$ cat config.mk
export PLATFORM = sky130hd
export DESIGN_NAME = ccp_host
export DESIGN_NICKNAME = d
export VERILOG_FILES = /design/src/hdl/ccp_pkg.sv /design/src/hdl/ccp_sync.sv /design/src/hdl/ccp_tick.sv /design/src/hdl/ccp_host.sv
export SDC_FILE = /design/constraint.sdc
export NUM_CORES = 1
export LEC_CHECK = 0
export BUFFER_PORTS_ARGS = -buffer_cell sky130_fd_sc_hd__buf_2
export CAP_MARGIN = 10
export CORE_MARGIN = 2
export CORE_UTILIZATION = 60
export DETAILED_ROUTE_END_ITERATION = 10
export PLACE_DENSITY = 0.87
export SETUP_SLACK_MARGIN = 0.15
export SLEW_MARGIN = 20
export SYNTH_ARGS = -nofsm -noshare
export SYNTH_HDL_FRONTEND = slang
export SYNTH_SLANG_ARGS = --single-unit
$ cat constraint.sdc
create_clock -name core_clk -period 7.4 [get_ports core_clk]
set_input_delay 1.48 -clock core_clk [delete_from_list [all_inputs] [get_ports core_clk]]
set_output_delay 1.48 -clock core_clk [all_outputs]
set_load 0.02 [all_outputs]
$ cat src/hdl/ccp_pkg.sv
// Shared constants and types of the codec control port host
package ccp_pkg;
	// ---------------------------------------------------------------
	// Link timing
	// ---------------------------------------------------------------
	localparam int CLK_PERIOD_PS = 8000;
	localparam int LINK_QUARTER_NS = 625;
	localparam int LINK_QUARTER_CYC =
		(LINK_QUARTER_NS * 1000 + CLK_PERIOD_PS - 1) / CLK_PERIOD_PS;
	localparam int TICK_W = 8;

	// ---------------------------------------------------------------
	// Frame contents
	// ---------------------------------------------------------------
	localparam logic [7:0] SPI_DEV_WR = 8'h10;
	localparam logic [7:0] SPI_DEV_RD = 8'h20;
	localparam logic [6:0] TW_DEV_ADDR = 7'h1A;
	localparam logic [7:0] WIDE_REG_ADDR = 8'h49;
	localparam int WIDE_BIT_POS = 8;
	localparam logic [5:0] BITS_SPI16 = 6'h10;
	localparam logic [5:0] BITS_SPI24 = 6'h18;
	localparam logic [5:0] BITS_SPI32 = 6'h20;
	localparam logic [5:0] BITS_MORE_WR = 6'h09;
	localparam logic [5:0] BITS_MORE_RD = 6'h10;
	localparam logic [5:0] BITS_BYTE = 6'h08;
	localparam logic [1:0] QTR_LAST = 2'h3;

	// 2-wire byte sequence steps
	localparam logic [2:0] STP_DEVW = 3'h0;
	localparam logic [2:0] STP_CTRL = 3'h1;
	localparam logic [2:0] STP_RSTART = 3'h2;
	localparam logic [2:0] STP_DEVR = 3'h3;
	localparam logic [2:0] STP_RDATA = 3'h4;
	localparam logic [2:0] STP_WDATA = 3'h5;

	// ---------------------------------------------------------------
	// Types
	// ---------------------------------------------------------------
	typedef enum logic [1:0] {
		CCP_P_TW = 2'h0,
		CCP_P_S16 = 2'h1,
		CCP_P_WIDE = 2'h2
	} ccp_proto_t;

	typedef enum logic [6:0] {
		S_IDLE = 7'h01,
		S_START = 7'h02,
		S_SHIFT = 7'h04,
		S_ACK = 7'h08,
		S_STOP = 7'h10,
		S_CSUP = 7'h20,
		S_WAIT = 7'h40
	} ccp_state_t;

	typedef struct packed {
		logic rd;
		logic last;
		logic [7:0] addr;
		logic [8:0] data;
	} ccp_cmd_t;

	typedef struct packed {
		logic err;
		logic [8:0] data;
	} ccp_rsp_t;
endpackage

$ cat src/hdl/ccp_sync.sv
// Two-flop synchroniser for pin inputs
`timescale 1ns/1ps
module ccp_sync #(
	parameter int W = 1
) (
	input wire logic clk,
	input wire logic arst_n,
	input wire logic [W-1:0] d,
	output logic [W-1:0] q
);
	logic [W-1:0] meta_r;

	always_ff @(posedge clk or negedge arst_n) begin
		if (!arst_n) begin
			meta_r <= '0;
			q <= '0;
		end else begin
			meta_r <= d;
			q <= meta_r;
		end
	end
endmodule

$ cat src/hdl/ccp_tick.sv
// Quarter-bit tick generator for the link clock divider
`timescale 1ns/1ps
module ccp_tick
	import ccp_pkg::*;
(
	input wire logic clk,
	input wire logic arst_n,
	output logic tick
);
	localparam logic [TICK_W-1:0] TOP = TICK_W'(LINK_QUARTER_CYC - 1);
	logic [TICK_W-1:0] cnt_r;

	always_ff @(posedge clk or negedge arst_n) begin
		if (!arst_n) begin
			cnt_r <= '0;
			tick <= 1'b0;
		end else begin
			tick <= (cnt_r == TOP);
			cnt_r <= (cnt_r == TOP) ? '0 : cnt_r + 1'b1;
		end
	end
endmodule

$ cat src/hdl/ccp_host.sv
// Host controller driving the codec control port over SPI or 2-wire
`timescale 1ns/1ps
module ccp_host
	import ccp_pkg::*;
(
	input wire logic core_clk,
	input wire logic arst_n,
	input wire logic cmd_valid,
	output logic cmd_ready,
	input wire ccp_pkg::ccp_cmd_t cmd,
	output logic rsp_valid,
	output ccp_pkg::ccp_rsp_t rsp,
	input wire logic mode_pin,
	output logic wide_spi_select,
	output logic link_sclk,
	output logic chip_select_n,
	output logic sdio_o,
	output logic sdio_oe,
	input wire logic sdio_i,
	input wire logic so_i
);
	import ccp_pkg::*;

	// ---------------------------------------------------------------
	// Pin inputs and link timing
	// ---------------------------------------------------------------
	logic tick;
	logic sdio_s, so_s, mode_s;

	ccp_sync #(.W(3)) u_sync (
		.clk(core_clk),
		.arst_n(arst_n),
		.d({sdio_i, so_i, mode_pin}),
		.q({sdio_s, so_s, mode_s})
	);

	ccp_tick u_tick (
		.clk(core_clk),
		.arst_n(arst_n),
		.tick(tick)
	);

	// Drive value for a data bit: push-pull in SPI, open drain on 2-wire
	function automatic logic [1:0] drive_bit(input logic b, input logic spi);
		drive_bit = spi ? {b, 1'b1} : {1'b0, ~b};
	endfunction

	// ---------------------------------------------------------------
	// Sequencer state
	// ---------------------------------------------------------------
	ccp_state_t state_r;
	ccp_proto_t proto_r;
	logic [1:0] q_r;
	logic [5:0] nbits_r;
	logic [31:0] tx_r;
	logic [31:0] rx_r;
	logic [2:0] step_r;
	logic rd_r, last_r, rxbyte_r, nack_r, err_r;
	logic wpend_r, wval_r;
	ccp_cmd_t cur_r;

	logic accept, op_done, spi_f, idle_spi;
	ccp_proto_t proto_nxt;

	assign accept = cmd_valid && cmd_ready;
	assign op_done = tick && (q_r == QTR_LAST);
	assign spi_f = (proto_r != CCP_P_TW);

	always_comb begin
		if (wide_spi_select)
			proto_nxt = CCP_P_WIDE;
		else if (mode_s)
			proto_nxt = CCP_P_S16;
		else
			proto_nxt = CCP_P_TW;
	end

	assign idle_spi = (state_r == S_IDLE) && accept &&
		(proto_nxt != CCP_P_TW) && !(proto_nxt == CCP_P_S16 && cmd.rd);

	// Quarter phase of the current link operation
	always_ff @(posedge core_clk or negedge arst_n) begin
		if (!arst_n)
			q_r <= 2'h0;
		else if (tick && state_r != S_IDLE && state_r != S_WAIT)
			q_r <= q_r + 2'h1;
	end

	// ---------------------------------------------------------------
	// Frame sequencing
	// ---------------------------------------------------------------
	always_ff @(posedge core_clk or negedge arst_n) begin
		if (!arst_n) begin
			state_r <= S_IDLE;
			proto_r <= CCP_P_TW;
			nbits_r <= '0;
			tx_r <= '0;
			step_r <= STP_DEVW;
			rd_r <= 1'b0;
			last_r <= 1'b1;
			rxbyte_r <= 1'b0;
			err_r <= 1'b0;
			cur_r <= '0;
			cmd_ready <= 1'b1;
			rsp_valid <= 1'b0;
			rsp <= '0;
		end else begin
			rsp_valid <= 1'b0;
			case (state_r)
			S_IDLE: begin
				if (accept) begin
					cmd_ready <= 1'b0;
					cur_r <= cmd;
					rd_r <= cmd.rd;
					last_r <= cmd.last;
					proto_r <= proto_nxt;
					err_r <= 1'b0;
					rxbyte_r <= 1'b0;
					step_r <= STP_DEVW;
					case (proto_nxt)
					CCP_P_S16: begin
						if (cmd.rd) begin
							// Write-only format: refuse the read
							rsp_valid <= 1'b1;
							rsp <= '{err: 1'b1, data: 9'h000};
							cmd_ready <= 1'b1;
						end else begin
							tx_r <= {cmd.addr[6:0], cmd.data, 16'h0000};
							nbits_r <= BITS_SPI16;
							last_r <= 1'b1;
							state_r <= S_SHIFT;
						end
					end
					CCP_P_WIDE: begin
						state_r <= S_SHIFT;
						if (cmd.rd) begin
							tx_r <= {SPI_DEV_RD, cmd.addr, 16'h0000};
							nbits_r <= BITS_SPI32;
						end else begin
							tx_r <= {SPI_DEV_WR, cmd.addr[6:0], cmd.data,
								8'h00};
							nbits_r <= BITS_SPI24;
						end
					end
					default: begin
						// 2-wire writes never run past three bytes
						if (!cmd.rd)
							last_r <= 1'b1;
						state_r <= S_START;
					end
					endcase
				end
			end
			S_START: begin
				if (op_done) begin
					state_r <= S_SHIFT;
					nbits_r <= BITS_BYTE;
					if (step_r == STP_RSTART) begin
						tx_r <= {TW_DEV_ADDR, 1'b1, 24'h0};
						step_r <= STP_DEVR;
					end else
						tx_r <= {TW_DEV_ADDR, 1'b0, 24'h0};
				end
			end
			S_SHIFT: begin
				if (op_done) begin
					tx_r <= {tx_r[30:0], 1'b1};
					nbits_r <= nbits_r - 6'h01;
					if (nbits_r == 6'h01) begin
						if (!spi_f)
							state_r <= S_ACK;
						else begin
							rsp_valid <= 1'b1;
							rsp <= '{err: 1'b0, data: rx_r[8:0]};
							state_r <= last_r ? S_CSUP : S_WAIT;
							cmd_ready <= !last_r;
						end
					end
				end
			end
			S_ACK: begin
				if (op_done) begin
					if (rxbyte_r) begin
						rsp_valid <= 1'b1;
						rsp <= '{err: 1'b0, data: {1'b0, rx_r[7:0]}};
						state_r <= last_r ? S_STOP : S_WAIT;
						cmd_ready <= !last_r;
					end else if (nack_r) begin
						err_r <= 1'b1;
						state_r <= S_STOP;
					end else begin
						state_r <= S_SHIFT;
						nbits_r <= BITS_BYTE;
						case (step_r)
						STP_DEVW: begin
							step_r <= STP_CTRL;
							tx_r <= {cur_r.addr[6:0],
								rd_r ? 1'b0 : cur_r.data[8], 24'h0};
						end
						STP_CTRL: begin
							if (rd_r) begin
								step_r <= STP_RSTART;
								state_r <= S_START;
							end else begin
								step_r <= STP_WDATA;
								tx_r <= {cur_r.data[7:0], 24'h0};
							end
						end
						STP_DEVR: begin
							step_r <= STP_RDATA;
							rxbyte_r <= 1'b1;
							tx_r <= '1;
						end
						default: state_r <= S_STOP;
						endcase
					end
				end
			end
			S_STOP: begin
				if (op_done) begin
					state_r <= S_IDLE;
					cmd_ready <= 1'b1;
					if (err_r || !rd_r) begin
						rsp_valid <= 1'b1;
						rsp <= '{err: err_r, data: 9'h000};
					end
				end
			end
			S_CSUP: begin
				if (op_done) begin
					state_r <= S_IDLE;
					cmd_ready <= 1'b1;
				end
			end
			S_WAIT: begin
				// Link clock parked; the device keeps its place
				if (accept) begin
					cmd_ready <= 1'b0;
					last_r <= cmd.last;
					state_r <= S_SHIFT;
					if (!spi_f) begin
						nbits_r <= BITS_BYTE;
						tx_r <= '1;
					end else if (rd_r) begin
						nbits_r <= BITS_MORE_RD;
						tx_r <= '0;
					end else begin
						nbits_r <= BITS_MORE_WR;
						tx_r <= {cmd.data, 23'h0};
					end
				end
			end
			default: state_r <= S_IDLE;
			endcase
		end
	end

	// ---------------------------------------------------------------
	// Sampling of returned bits
	// ---------------------------------------------------------------
	always_ff @(posedge core_clk or negedge arst_n) begin
		if (!arst_n) begin
			rx_r <= '0;
			nack_r <= 1'b0;
		end else if (tick && q_r == 2'h2) begin
			if (state_r == S_SHIFT)
				rx_r <= {rx_r[30:0], spi_f ? so_s : sdio_s};
			if (state_r == S_ACK)
				nack_r <= sdio_s;
		end
	end

	// Wide select tracks the last committed frame whose first command writes the select register
	always_ff @(posedge core_clk or negedge arst_n) begin
		if (!arst_n) begin
			wpend_r <= 1'b0;
			wval_r <= 1'b0;
			wide_spi_select <= 1'b0;
		end else begin
			if (state_r == S_IDLE && accept)
				wpend_r <= !cmd.rd && cmd.addr == WIDE_REG_ADDR;
			if (state_r == S_IDLE && accept)
				wval_r <= cmd.data[WIDE_BIT_POS];
			if (wpend_r && op_done && (state_r == S_CSUP ||
				(state_r == S_STOP && !err_r)))
				wide_spi_select <= wval_r;
		end
	end

	// ---------------------------------------------------------------
	// Link pins
	// ---------------------------------------------------------------
	always_ff @(posedge core_clk or negedge arst_n) begin
		if (!arst_n)
			chip_select_n <= 1'b1;
		else if (idle_spi)
			chip_select_n <= 1'b0;
		else if (tick && state_r == S_CSUP && q_r == 2'h0)
			chip_select_n <= 1'b1;
	end

	always_ff @(posedge core_clk or negedge arst_n) begin
		if (!arst_n) begin
			link_sclk <= 1'b1;
			sdio_o <= 1'b0;
			sdio_oe <= 1'b0;
		end else if (tick) begin
			case (state_r)
			S_START: begin
				case (q_r)
				2'h0: {link_sclk, sdio_oe} <= 2'b00;
				2'h1: link_sclk <= 1'b1;
				2'h2: {sdio_o, sdio_oe} <= 2'b01;
				default: link_sclk <= 1'b0;
				endcase
			end
			S_SHIFT, S_ACK: begin
				if (q_r == 2'h0) begin
					link_sclk <= 1'b0;
					if (state_r == S_SHIFT)
						{sdio_o, sdio_oe} <= drive_bit(tx_r[31], spi_f);
					else if (rxbyte_r)
						{sdio_o, sdio_oe} <= {1'b0, !last_r};
					else
						sdio_oe <= 1'b0;
				end else
					link_sclk <= (q_r != QTR_LAST);
			end
			S_STOP: begin
				case (q_r)
				2'h0: {link_sclk, sdio_o, sdio_oe} <= 3'b001;
				2'h1: link_sclk <= 1'b1;
				2'h2: sdio_oe <= 1'b0;
				default: link_sclk <= 1'b1;
				endcase
			end
			S_CSUP: begin
				sdio_oe <= 1'b0;
				link_sclk <= (q_r != 2'h0);
			end
			default: begin
				link_sclk <= link_sclk;
			end
			endcase
		end
	end

	// ---------------------------------------------------------------
	// Checks
	// ---------------------------------------------------------------
	a_spi_msb_out:
	assert property (@(posedge core_clk) disable iff (!arst_n)
		(tick && state_r == S_SHIFT && q_r == 2'h0 && spi_f)
		|=> sdio_oe && sdio_o == $past(tx_r[31]))
	else $error("SPI bit not taken from shift register top");

	a_cs_in_frame:
	assert property (@(posedge core_clk) disable iff (!arst_n)
		(state_r == S_SHIFT && spi_f) |-> !chip_select_n)
	else $error("Chip select high during SPI shifting");

	a_cs_rise_src:
	assert property (@(posedge core_clk) disable iff (!arst_n)
		$rose(chip_select_n) |-> $past(state_r) == S_CSUP && !link_sclk)
	else $error("Chip select rose outside frame end");

	a_start_cond:
	assert property (@(posedge core_clk) disable iff (!arst_n)
		(tick && state_r == S_START && q_r == 2'h2)
		|=> link_sclk && sdio_oe && !sdio_o)
	else $error("START not made with clock high");

	a_stop_cond:
	assert property (@(posedge core_clk) disable iff (!arst_n)
		(tick && state_r == S_STOP && q_r == 2'h2)
		|=> link_sclk && !sdio_oe ##1 state_r == S_STOP)
	else $error("STOP not made with clock high");

	a_ack_release:
	assert property (@(posedge core_clk) disable iff (!arst_n)
		(tick && state_r == S_ACK && q_r == 2'h0 && !rxbyte_r)
		|=> !sdio_oe)
	else $error("Host kept data line in the ack slot");

	a_dev_addr_tw:
	assert property (@(posedge core_clk) disable iff (!arst_n)
		(op_done && state_r == S_START)
		|=> tx_r[31:25] == TW_DEV_ADDR && nbits_r == BITS_BYTE)
	else $error("Wrong 2-wire device address loaded");

	a_wide_dev_wr:
	assert property (@(posedge core_clk) disable iff (!arst_n)
		(state_r == S_IDLE && accept && proto_nxt == CCP_P_WIDE && !cmd.rd)
		|=> tx_r[31:24] == SPI_DEV_WR && nbits_r == BITS_SPI24)
	else $error("Wide write frame not opened with write address");

	a_s16_refuse:
	assert property (@(posedge core_clk) disable iff (!arst_n)
		(state_r == S_IDLE && accept && proto_nxt == CCP_P_S16 && cmd.rd)
		|=> rsp_valid && rsp.err && chip_select_n)
	else $error("Read not refused in 16-bit SPI format");

	a_wide_update:
	assert property (@(posedge core_clk) disable iff (!arst_n)
		(wide_spi_select != $past(wide_spi_select))
		|-> $past(wpend_r) && ($past(state_r) == S_CSUP ||
			$past(state_r) == S_STOP))
	else $error("Wide select changed without a committed write");
endmodule

==> results of run 1 <==
per-stage QoR:
stage	total power, W	setup slack [ns]
floorplan	0.000655	4.42
global placement	0.000682	3.90
detailed placement	0.000683	3.82
CTS	0.00152	3.97
global route	0.00155	3.68
finish	0.00152	3.83
metal layers:
layer	GRT usage (%)	share of wire, %
met4	20.9	5.7
met5	0	0
met1	39.9	38
met2	49.3	47
met3	8.73	10
critical path: stages, from the launching register on:
cell and delay (ns):
dfrtp_1 0.60, nor3_1 0.56, nand3_1 0.81, o21ai_0 0.64
nor3_1 0.14, nor2_4 0.37, mux2_4 0.34
Yosys cell counts (all sizes together) (3+ instances only):
library cell / number / area [µm²]
dfstp: 5 / 131
xor2: 3 / 26.3
a31oi: 5 / 31.3
nor2b: 6 / 37.5
nand2: 118 / 443
dfrtp: 110 / 2750
nor3: 23 / 115
clkbuf: 35 / 133
nand2b: 11 / 68.8
or3: 5 / 31.3
or2: 6 / 37.5
ha: 8 / 100
nor4: 6 / 37.5
nand3: 13 / 65.1
a22oi: 3 / 22.5
xnor2: 6 / 52.6
o31ai: 4 / 30.0
nand4: 4 / 25.0
o22ai: 7 / 50.1
nor2: 54 / 210
a2111oi: 3 / 32.5
buf: 11 / 51.3
a221oi: 14 / 123
and2: 3 / 18.8
mux2: 16 / 184
and3: 5 / 31.3
a211oi: 15 / 113
a21oi: 38 / 190
nand3b: 4 / 30.0
o21ai: 54 / 270
a21o: 5 / 37.5
inv: 21 / 78.8
o32ai: 8 / 70.1
mux2i: 21 / 210
o211ai: 4 / 30.0
final timing paths:
path	startpoint	endpoint
max in group asynchronous	arst_n	rx_r[5]
min in group asynchronous	arst_n	nbits_r[1]
worst max-delay path	state_r[6]	rsp[9]
worst max register to register	state_r[6]	rsp[9]
worst min register to register	u_sync.meta_r[1]	u_sync.q[1]
worst min-delay path	u_sync.meta_r[1]	u_sync.q[1]
state kept, by name, indices dropped and copies added (netlist names), 2 cells and up:
name,count
u_sync.meta_r,3
tx_r,32
u_sync.q,3
state_r,7
step_r,3
rx_r,9
nbits_r,6
rsp,10
u_tick.cnt_r,8
proto_r,2
q_r,2
cur_r,16
report_power, final:
group / internal [W] / switching [W] / leakage [nW]
combinational: 0.0000122 / 0.0000290 / 1.43
sequential: 0.000631 / 0.000000925 / 1.49
clock: 0.000562 / 0.000284 / 0.295
cell families after synthesis:
logic type | share of synthesized area (%)
muxes | 6.49
xor gates and xnor gates | 1.30
adders and majority gates | 1.65
AOI/OAI and AO/OA | 18.5
buffers and inverters | 4.33
DFF | 47.5
and+or+nand+nor | 20.2
area by class of cell:
class	instances	area (µm²)	share of cell area, %
sequential	115	2880	41.6
clock inverter	10	155	2.24
tap	133	166	2.40
clock buffer	22	453	6.53
inverter	21	78.8	1.14
multi-input combinational	494	2940	42.3
timing repair buffer	48	264	3.80
==> results.yml, run 1 <==
outcome:
  status: "completed"
route:
  vias: 5616
  final_antenna_net_count: 0
  wirelength_mm: 16.9
  drc: 0
  routedWlPerCell_um: 20.0
  firstDrtPassIters: 5
  initialDrtViolationCount: 679
  vias_per_cell: 6.66
die:
  num_rows: 36
  initial_utilization_pct: 61.8
  die-area_um2: 10900
  die_w_um: 105
  ioPinCount: 42
  die_h_um: 105
  coreArea_um2: 9820
pwr:
  ir_drop_mv: 0.167
  p_leak_nw: 3.21
  powerDensity_nw_per_um2: 219
logic_synthesis:
  ys.warnings.count: 0
  ys_seq_area_share_pct: 47.5
  syn_avg_cell_area_um2: 8.98
  syn_nets: 709
  syn_area_um2: 6070
  syn_inst: 676
  synth-edff-count: 0
  ys_ff_latch: 115
  synth.distinct_cells: 62
  async_flop_share_pct: 100
  synthFlopType: "dfrtp_1"
grt:
  antenna_found_initial: 0
  grt_pass1_vias: 5659
  grt_usage_pct: 32.1
  gr-total-overflow: 0
  grt_max_degree: 85
  grt_pass1_wl_mm: 27.9
timing:
  period_minus_slack_ns: 3.57
  fin_setup_tns_ns: 0
  clock.fmax_ghz: 0.280
  timing.hold.ws_ns: 0.347
  finalCritPeriodShare_pct: 48.2
  slew_violations: 0
  rsz0062_at_grt: "false"
  setup_viol: 0
  tightest_slew_ns: 1.02
  slew_headroom_pct: 30.8
  skew_ns: 0.00565
  hold_violations: 0
cells_and_area:
  fin_cells: 843
  syn_to_final_growth_pct: 14.3
  fin_util_pct: 70.7
  final_nets: 730
  fill_cells: 767
  drive_above_1_share_pct: 15.6
  final_common_cell: "nand2_1"
  fin_area_um2: 6940
  layout_common_cells: "nand2_1, dfrtp_1, o21ai_0"
  diodes: 0
place:
  dpl_cell_area_um2: 6330
  io_buffers: 41
  gp_congestion: 0.970
  dp_hpwl_mm: 10.6
  placed_cells: 811
clocking:
  clockBufferDepth: 2
  cts_tree: "yes"
  h-tree-depth: 4
  cts_root_buf: "clkbuf_8"
  cts_buffers: 17
  cts_hold_buf: 0
  ctsResizeCount: 0
  cts_sinks: 115
  postCtsSetupBuffers: 0
  clk_pin_slew_ns: 0.06
  clock_latency_ns: 0.52
setup_path:
  rrSetupSlack_ns: 3.83
  end_kind: "flop"
  path_max_fanout: 19
  cp.arrival_ns: 3.98
  worstSetupStartpointType: "flop"
  ff2ff_path_depth: 6
  cp.required_ns: 7.81
  crit_type: "reg -> reg"
worst_hold_path:
  hold_path_class: "reg -> reg"
  hold_depth: 0
job:
  drv_cap: 0
No activity file was read; power rests on OpenSTA's default activity.
==> inputs of run 2 (changes only) <==
Clock period 7.4 ns to 3.4 ns, I/O delays scaled along.
==> run 2 against run 1 <==
Die area stayed put. Utilization up 0.66 points. Sequential share of layout area fell by 0.39 points. Final area increased by 0.94%. Critical path type unchanged. Largest power group unchanged. Highest routed layer unchanged.
==> results.yml, run 2 (synthesis gave the netlist of run 1 again) <==
grt:
  grt_usage_pct: 32.7
  grt_max_degree: 89
  antenna_found_initial: 0
  grt_pass1_wl_mm: 27.9
  gr-total-overflow: 0
  grt_pass1_vias: 5449
die:
  coreArea_um2: 9820
  die-area_um2: 10900
  ioPinCount: 42
  num_rows: 36
  die_w_um: 105
  die_h_um: 105
  initial_utilization_pct: 61.8
pwr:
  pwr-share-seq_pct: 42.9
  cell_internal_pwr_w: 0.00253
  power.share.clock_pct: 54.3
  p_leak_nw: 3.26
  combPwrFrac_pct: 2.8
  powerDensity_nw_per_um2: 458
  net-switching-power_w: 0.000679
  switching_share_pct: 21.2
  ir_drop_mv: 0.389
setup_path:
  r2r_start: "state_r[2]"
  worstSetupStartpointType: "flop"
  crit_end: "step_r[0]"
  cp.required_ns: 3.80
  crit_type: "reg -> reg"
  r2r_end: "step_r[0]"
  ff2ff_path_depth: 6
  cp.arrival_ns: 3.23
  rrSetupSlack_ns: 0.57
  crit_start: "state_r[2]"
  end_kind: "flop"
  path_max_fanout: 11
timing:
  slew_violations: 0
  clock.fmax_ghz: 0.353
  skew_ns: 0.00722
  finalCritPeriodShare_pct: 83.3
  period_minus_slack_ns: 2.83
  rsz0062_at_grt: "false"
  hold_violations: 0
  fin_setup_tns_ns: 0
  slew_headroom_pct: 34.4
  setup_viol: 0
  tightest_slew_ns: 0.970
clocking:
  clock_latency_ns: 0.52
  h-tree-depth: 4
  cts_hold_buf: 0
  clockBufferDepth: 2
  ctsResizeCount: 0
  cts_tree: "yes"
  cts_root_buf: "clkbuf_8"
  clk_pin_slew_ns: 0.06
  postCtsSetupBuffers: 0
  cts_sinks: 115
  cts_buffers: 17
cells_and_area:
  fin_area_um2: 7010
  drive_above_1_share_pct: 16.9
  largest_reg_flops: 32
  final_nets: 739
  final_common_cell: "nand2_1"
  regMostFlops: "tx_r"
  syn_to_final_growth_pct: 15.4
  reg_top3: "tx_r (32), cur_r (16), rsp (10)"
  diodes: 0
  layout_common_cells: "nand2_1, dfrtp_1, o21ai_0"
route:
  vias_per_cell: 6.36
  drc: 0
  initialDrtViolationCount: 507
  routedWlPerCell_um: 20.1
  final_antenna_net_count: 0
  firstDrtPassIters: 5
  vias: 5409
  wirelength_mm: 17.0
place:
  dpl_cell_area_um2: 6420
  dp_hpwl_mm: 11.6
  gp_congestion: 1.02
  io_buffers: 41
job:
  drv_cap: 0
outcome:
  status: "completed"
worst_hold_path:
  hold_path_class: "in -> async"
run 2: cell count changes in the layout (fill, tap and decap cells not counted):
cell | before | now
clkbuf_8 | 3 | 6
bufinv_16 | 4 | 2
clkinv_2 | 4 | 2
buf_4 | 7 | 15
buf_12 | 0 | 2
clkinvlp_4 | 2 | 3
clkinv_4 | 0 | 1
clkbuf_1 | 3 | 0
buf_6 | 1 | 0
run 2: area by class of cell:
class | count | area (µm²)
tap | 133 | 166
multi-input combinational | 494 | 2940
clock buffer | 22 | 483
sequential | 115 | 2880
inverter | 21 | 78.8
clock inverter | 8 | 101
fill | 746 | 2810
timing repair buffer | 57 | 353
run 2: layer usage:
metal / share of wire, % / wire length (µm) / track usage [%]
met1: 40 / 6850 / 43.0
met2: 47 / 8050 / 50.4
met3: 9.4 / 1600 / 9.67
met4: 3.2 / 546 / 14.2
met5: 0 / 0 / 0
run 2: through the flow:
step / power [W] / setup WS (ns) / hold slack (ns) / instances / utilization, %
5_1_grt: 0.00329 / 0.436 / 0.0940 / 850 / 71.3
4_1_cts: 0.00322 / 0.611 / 0.0794 / 850 / 71.3
3_5_place_dp: 0.00149 / 0.623 / 0.341 / 820 / 65.4
3_3_place_gp: 0.00149 / 0.740 / 0.339 / 820 / 65.4
6_report: 0.00321 / 0.566 / 0.0816 / 850 / 71.3
2_1_floorplan: 0.00143 / 0.935 / 0.331 / 676 / -
run 2: how the worst min path moves through the flow:
stage / startpoint / endpoint / cells past startpoint
finish: arst_n / state_r[5] / 1
global route: arst_n / state_r[5] / 1
CTS: arst_n / state_r[6] / 1
detailed placement: u_sync.meta_r[1] / u_sync.q[1] / 0
global placement: u_sync.meta_r[1] / u_sync.q[1] / 0
floorplan: u_sync.meta_r[0] / u_sync.q[0] / 0
run 2: power by group through the flow:
stage                     combinational, W  clock (W)  sequential (W)
after floorplan                  0.0000265          0         0.00140
after global placement           0.0000894          0         0.00140
after detailed placement         0.0000909          0         0.00140
after CTS                        0.0000913    0.00176         0.00138
after global routing              0.000101    0.00182         0.00138
final                            0.0000905    0.00174         0.00138
run 2: worst max-delay path, stage by stage (launching register included):
cell and delay, ns:
dfrtp_1 0.46, or4_4 0.61, or3_1 0.49, nor3_1 0.27, o211ai_1 0.12, a21oi_1 0.37, mux2_2 0.38
==> inputs of run 3 (changes only) <==
Settings changed: ABC_AREA set to 1.
Clock period 3.4 ns to 3 ns, I/O delays scaled along.
==> run 3 against run 2 <==
Flip-flop and latch count is the same. Non-clock buffer count rose by 1. Utilization down 2.3 points. Sequential power increased by 13%. Critical path type unchanged. Synthesized cell count rose by 44%. Combinational power increased by 31%. Critical endpoint is now rsp[7]. Largest power group unchanged.
==> results.yml, run 3 <==
setup_path:
  crit_top_cell: "nand2_1"
  rrSetupSlack_ns: 0.60
  cp.required_ns: 3.31
  end_kind: "flop"
  path_max_fanout: 10
  critical_path.slowest_cell: "dfrtp_1"
  cp.arrival_ns: 2.70
  crit_family: "simple AND/OR/NAND/NOR gates"
  crit_type: "reg -> reg"
  worstSetupStartpointType: "flop"
  cpPeakStageDelay_ns: 0.45
  worst-path-buf-inv: 1
  cp_cell_sequence: "nor2_2 > nand2_4 > nor2_2 > inv_2 > nand2_1 > nor2_1 > nor2_1 > nand2_1 > nand2_1 > nand2_1"
die:
  num_rows: 39
  die_h_um: 111
  ioPinCount: 42
  die-area_um2: 12400
  die_w_um: 111
  initial_utilization_pct: 60.9
  coreArea_um2: 11300
pwr:
  switching_share_pct: 23.0
  p_leak_nw: 4.11
  pwr-share-seq_pct: 41.4
  finalPower_w: 0.00376
  ir_drop_mv: 0.400
  combPwrFrac_pct: 3.2
  power.share.clock_pct: 55.4
  powerDensity_nw_per_um2: 481
  net-switching-power_w: 0.000864
  cell_internal_pwr_w: 0.00290
cells_and_area:
  final_nets: 1046
  drive_above_1_share_pct: 13.4
  fin_cells: 1169
  reg_top3: "tx_r (32), cur_r (16), rsp (10)"
  layout_common_cells: "nand2_1, dfrtp_1, nor2_1"
  diodes: 0
  syn_to_final_growth_pct: 13.4
  final_common_cell: "nand2_1"
  regMostFlops: "tx_r"
  largest_reg_flops: 32
clocking:
  cts_sinks: 115
  postCtsSetupBuffers: 0
  clock_latency_ns: 0.43
  cts_tree: "yes"
  clk_pin_slew_ns: 0.06
  h-tree-depth: 4
  ctsResizeCount: 0
  clockBufferDepth: 2
  cts_root_buf: "clkbuf_16"
  cts_hold_buf: 0
  cts_buffers: 17
timing:
  tightest_slew_ns: 0.749
  hold_violations: 0
  rsz0062_at_grt: "false"
  clock.fmax_ghz: 0.417
  finalCritPeriodShare_pct: 80.0
  slew_headroom_pct: 50.1
  skew_ns: 0.00940
  fin_setup_tns_ns: 0
  period_minus_slack_ns: 2.40
  fin_ws_ns: 0.601
  setup_viol: 0
  slew_violations: 0
outcome:
  status: "completed"
place:
  dp_hpwl_mm: 12.3
  dp_slack_ns: 0.340
  gp_congestion: 0.995
  placed_cells: 1137
  io_buffers: 41
logic_synthesis:
  synthFlopType: "dfrtp_1"
  ys_seq_area_share_pct: 41.9
  synth_top_area_cell: "dfrtp_1"
  ys_ff_latch: 115
  syn_nets: 1009
  synth.top_cell.area_share_pct: 39.9
  async_flop_share_pct: 100
  syn_inst: 976
  synth-edff-count: 0
  synthTopCellsByCount: "nand2_1, dfrtp_1, nor2_1, inv_1, nand3_1"
  yosysMostFrequentCell: "nand2_1"
  synth_area_leaders: "dfrtp_1, nand2_1, nor2_1"
  syn_area_um2: 6890
  synth.distinct_cells: 39
  syn_avg_cell_area_um2: 7.06
  ys.warnings.count: 0
grt:
  grt_max_degree: 59
  grt_pass1_vias: 6023
  grt_usage_pct: 30.0
  gr-total-overflow: 0
  grt_pass1_wl_mm: 29.8
  antenna_found_initial: 0
route:
  vias_per_cell: 5.66
  initialDrtViolationCount: 785
  drc: 0
  vias: 6622
  firstDrtPassIters: 5
  final_antenna_net_count: 0
  wirelength_mm: 18.1
  routedWlPerCell_um: 15.4
job:
  drv_cap: 0
worst_hold_path:
  hold_path_class: "in -> async"
## run 3: cell count changes in the layout (fill, tap and decap cells not counted), moves of 21 or more
cell | previous run | this run
nand2_1 | 118 | 329
inv_1 | 21 | 99
nand3_1 | 13 | 74
nor2_1 | 53 | 106
nand4_1 | 4 | 30
a21oi_1 | 38 | 17
mux2i_1 | 21 | 0
## run 3: worst reg2reg max path, cell delays in order, from the launching register on
cell	delay (ns)
dfrtp_1	0.45
nor2_2	0.22
nand2_4	0.11
nor2_2	0.22
inv_2	0.13
nand2_1	0.18
nor2_1	0.06
nor2_1	0.39
nand2_1	0.32
nand2_1	0.13
nand2_1	0.06
## run 3: cell type report
class / instances / area [µm²]
clock buffers: 17 / 425
inverters: 104 / 390
multi-input cells: 717 / 3400
well taps: 143 / 179
repair buffers: 58 / 348
flip-flops and latches: 115 / 2880
fillers: 948 / 3510
clock inverters: 15 / 185
## run 3: kinds of logic after synthesis
logic type	Yosys count	share of synthesized area (%)
simple gates	593	38.7
buf+inv	144	8.75
flops	115	41.9
compound gates	112	8.70
fa+ha+maj	8	1.45
xor+xnor	4	0.509
## run 3: metal layers
metal | global-route usage [%] | routed length [µm] | up-vias
met3 | 6.72 | 1670 | 48
met2 | 43.2 | 7990 | 336
met1 | 44.1 | 7840 | 3044
li1 | - | - | 3194
met5 | 0 | 0 | -
met4 | 12.6 | 554 | 0
## run 3: worst paths after layout
kind	startpoint	cells past startpoint	endpoint
max	state_r[2]	10	rsp[7]
min	arst_n	1	rsp_valid
max reg2reg	state_r[2]	10	rsp[7]
min reg2reg	u_sync.meta_r[0]	0	u_sync.q[0]
max in group asynchronous	arst_n	2	tx_r[14]
min in group core_clk	sdio_i	1	u_sync.meta_r[2]
## run 3: power by group through the flow
stage          sequential [W]  combinational (W)  clock [W]
2_1_floorplan         0.00158          0.0000444          0
3_3_place_gp          0.00158           0.000117          0
3_5_place_dp          0.00159           0.000118          0
4_1_cts               0.00156           0.000118    0.00209
5_1_grt               0.00156           0.000133    0.00217
6_report              0.00156           0.000119    0.00209
## run 3: metrics by stage
stage               instance area [µm²]  hold slack (ns)  util, %
floorplan                          6890            0.304        -
global placement                   7200            0.333     63.6
detailed placement                 7200            0.339     63.6
CTS                                7820            0.268     69.0
global route                       7820            0.271     69.0
finish                             7820            0.237     69.0
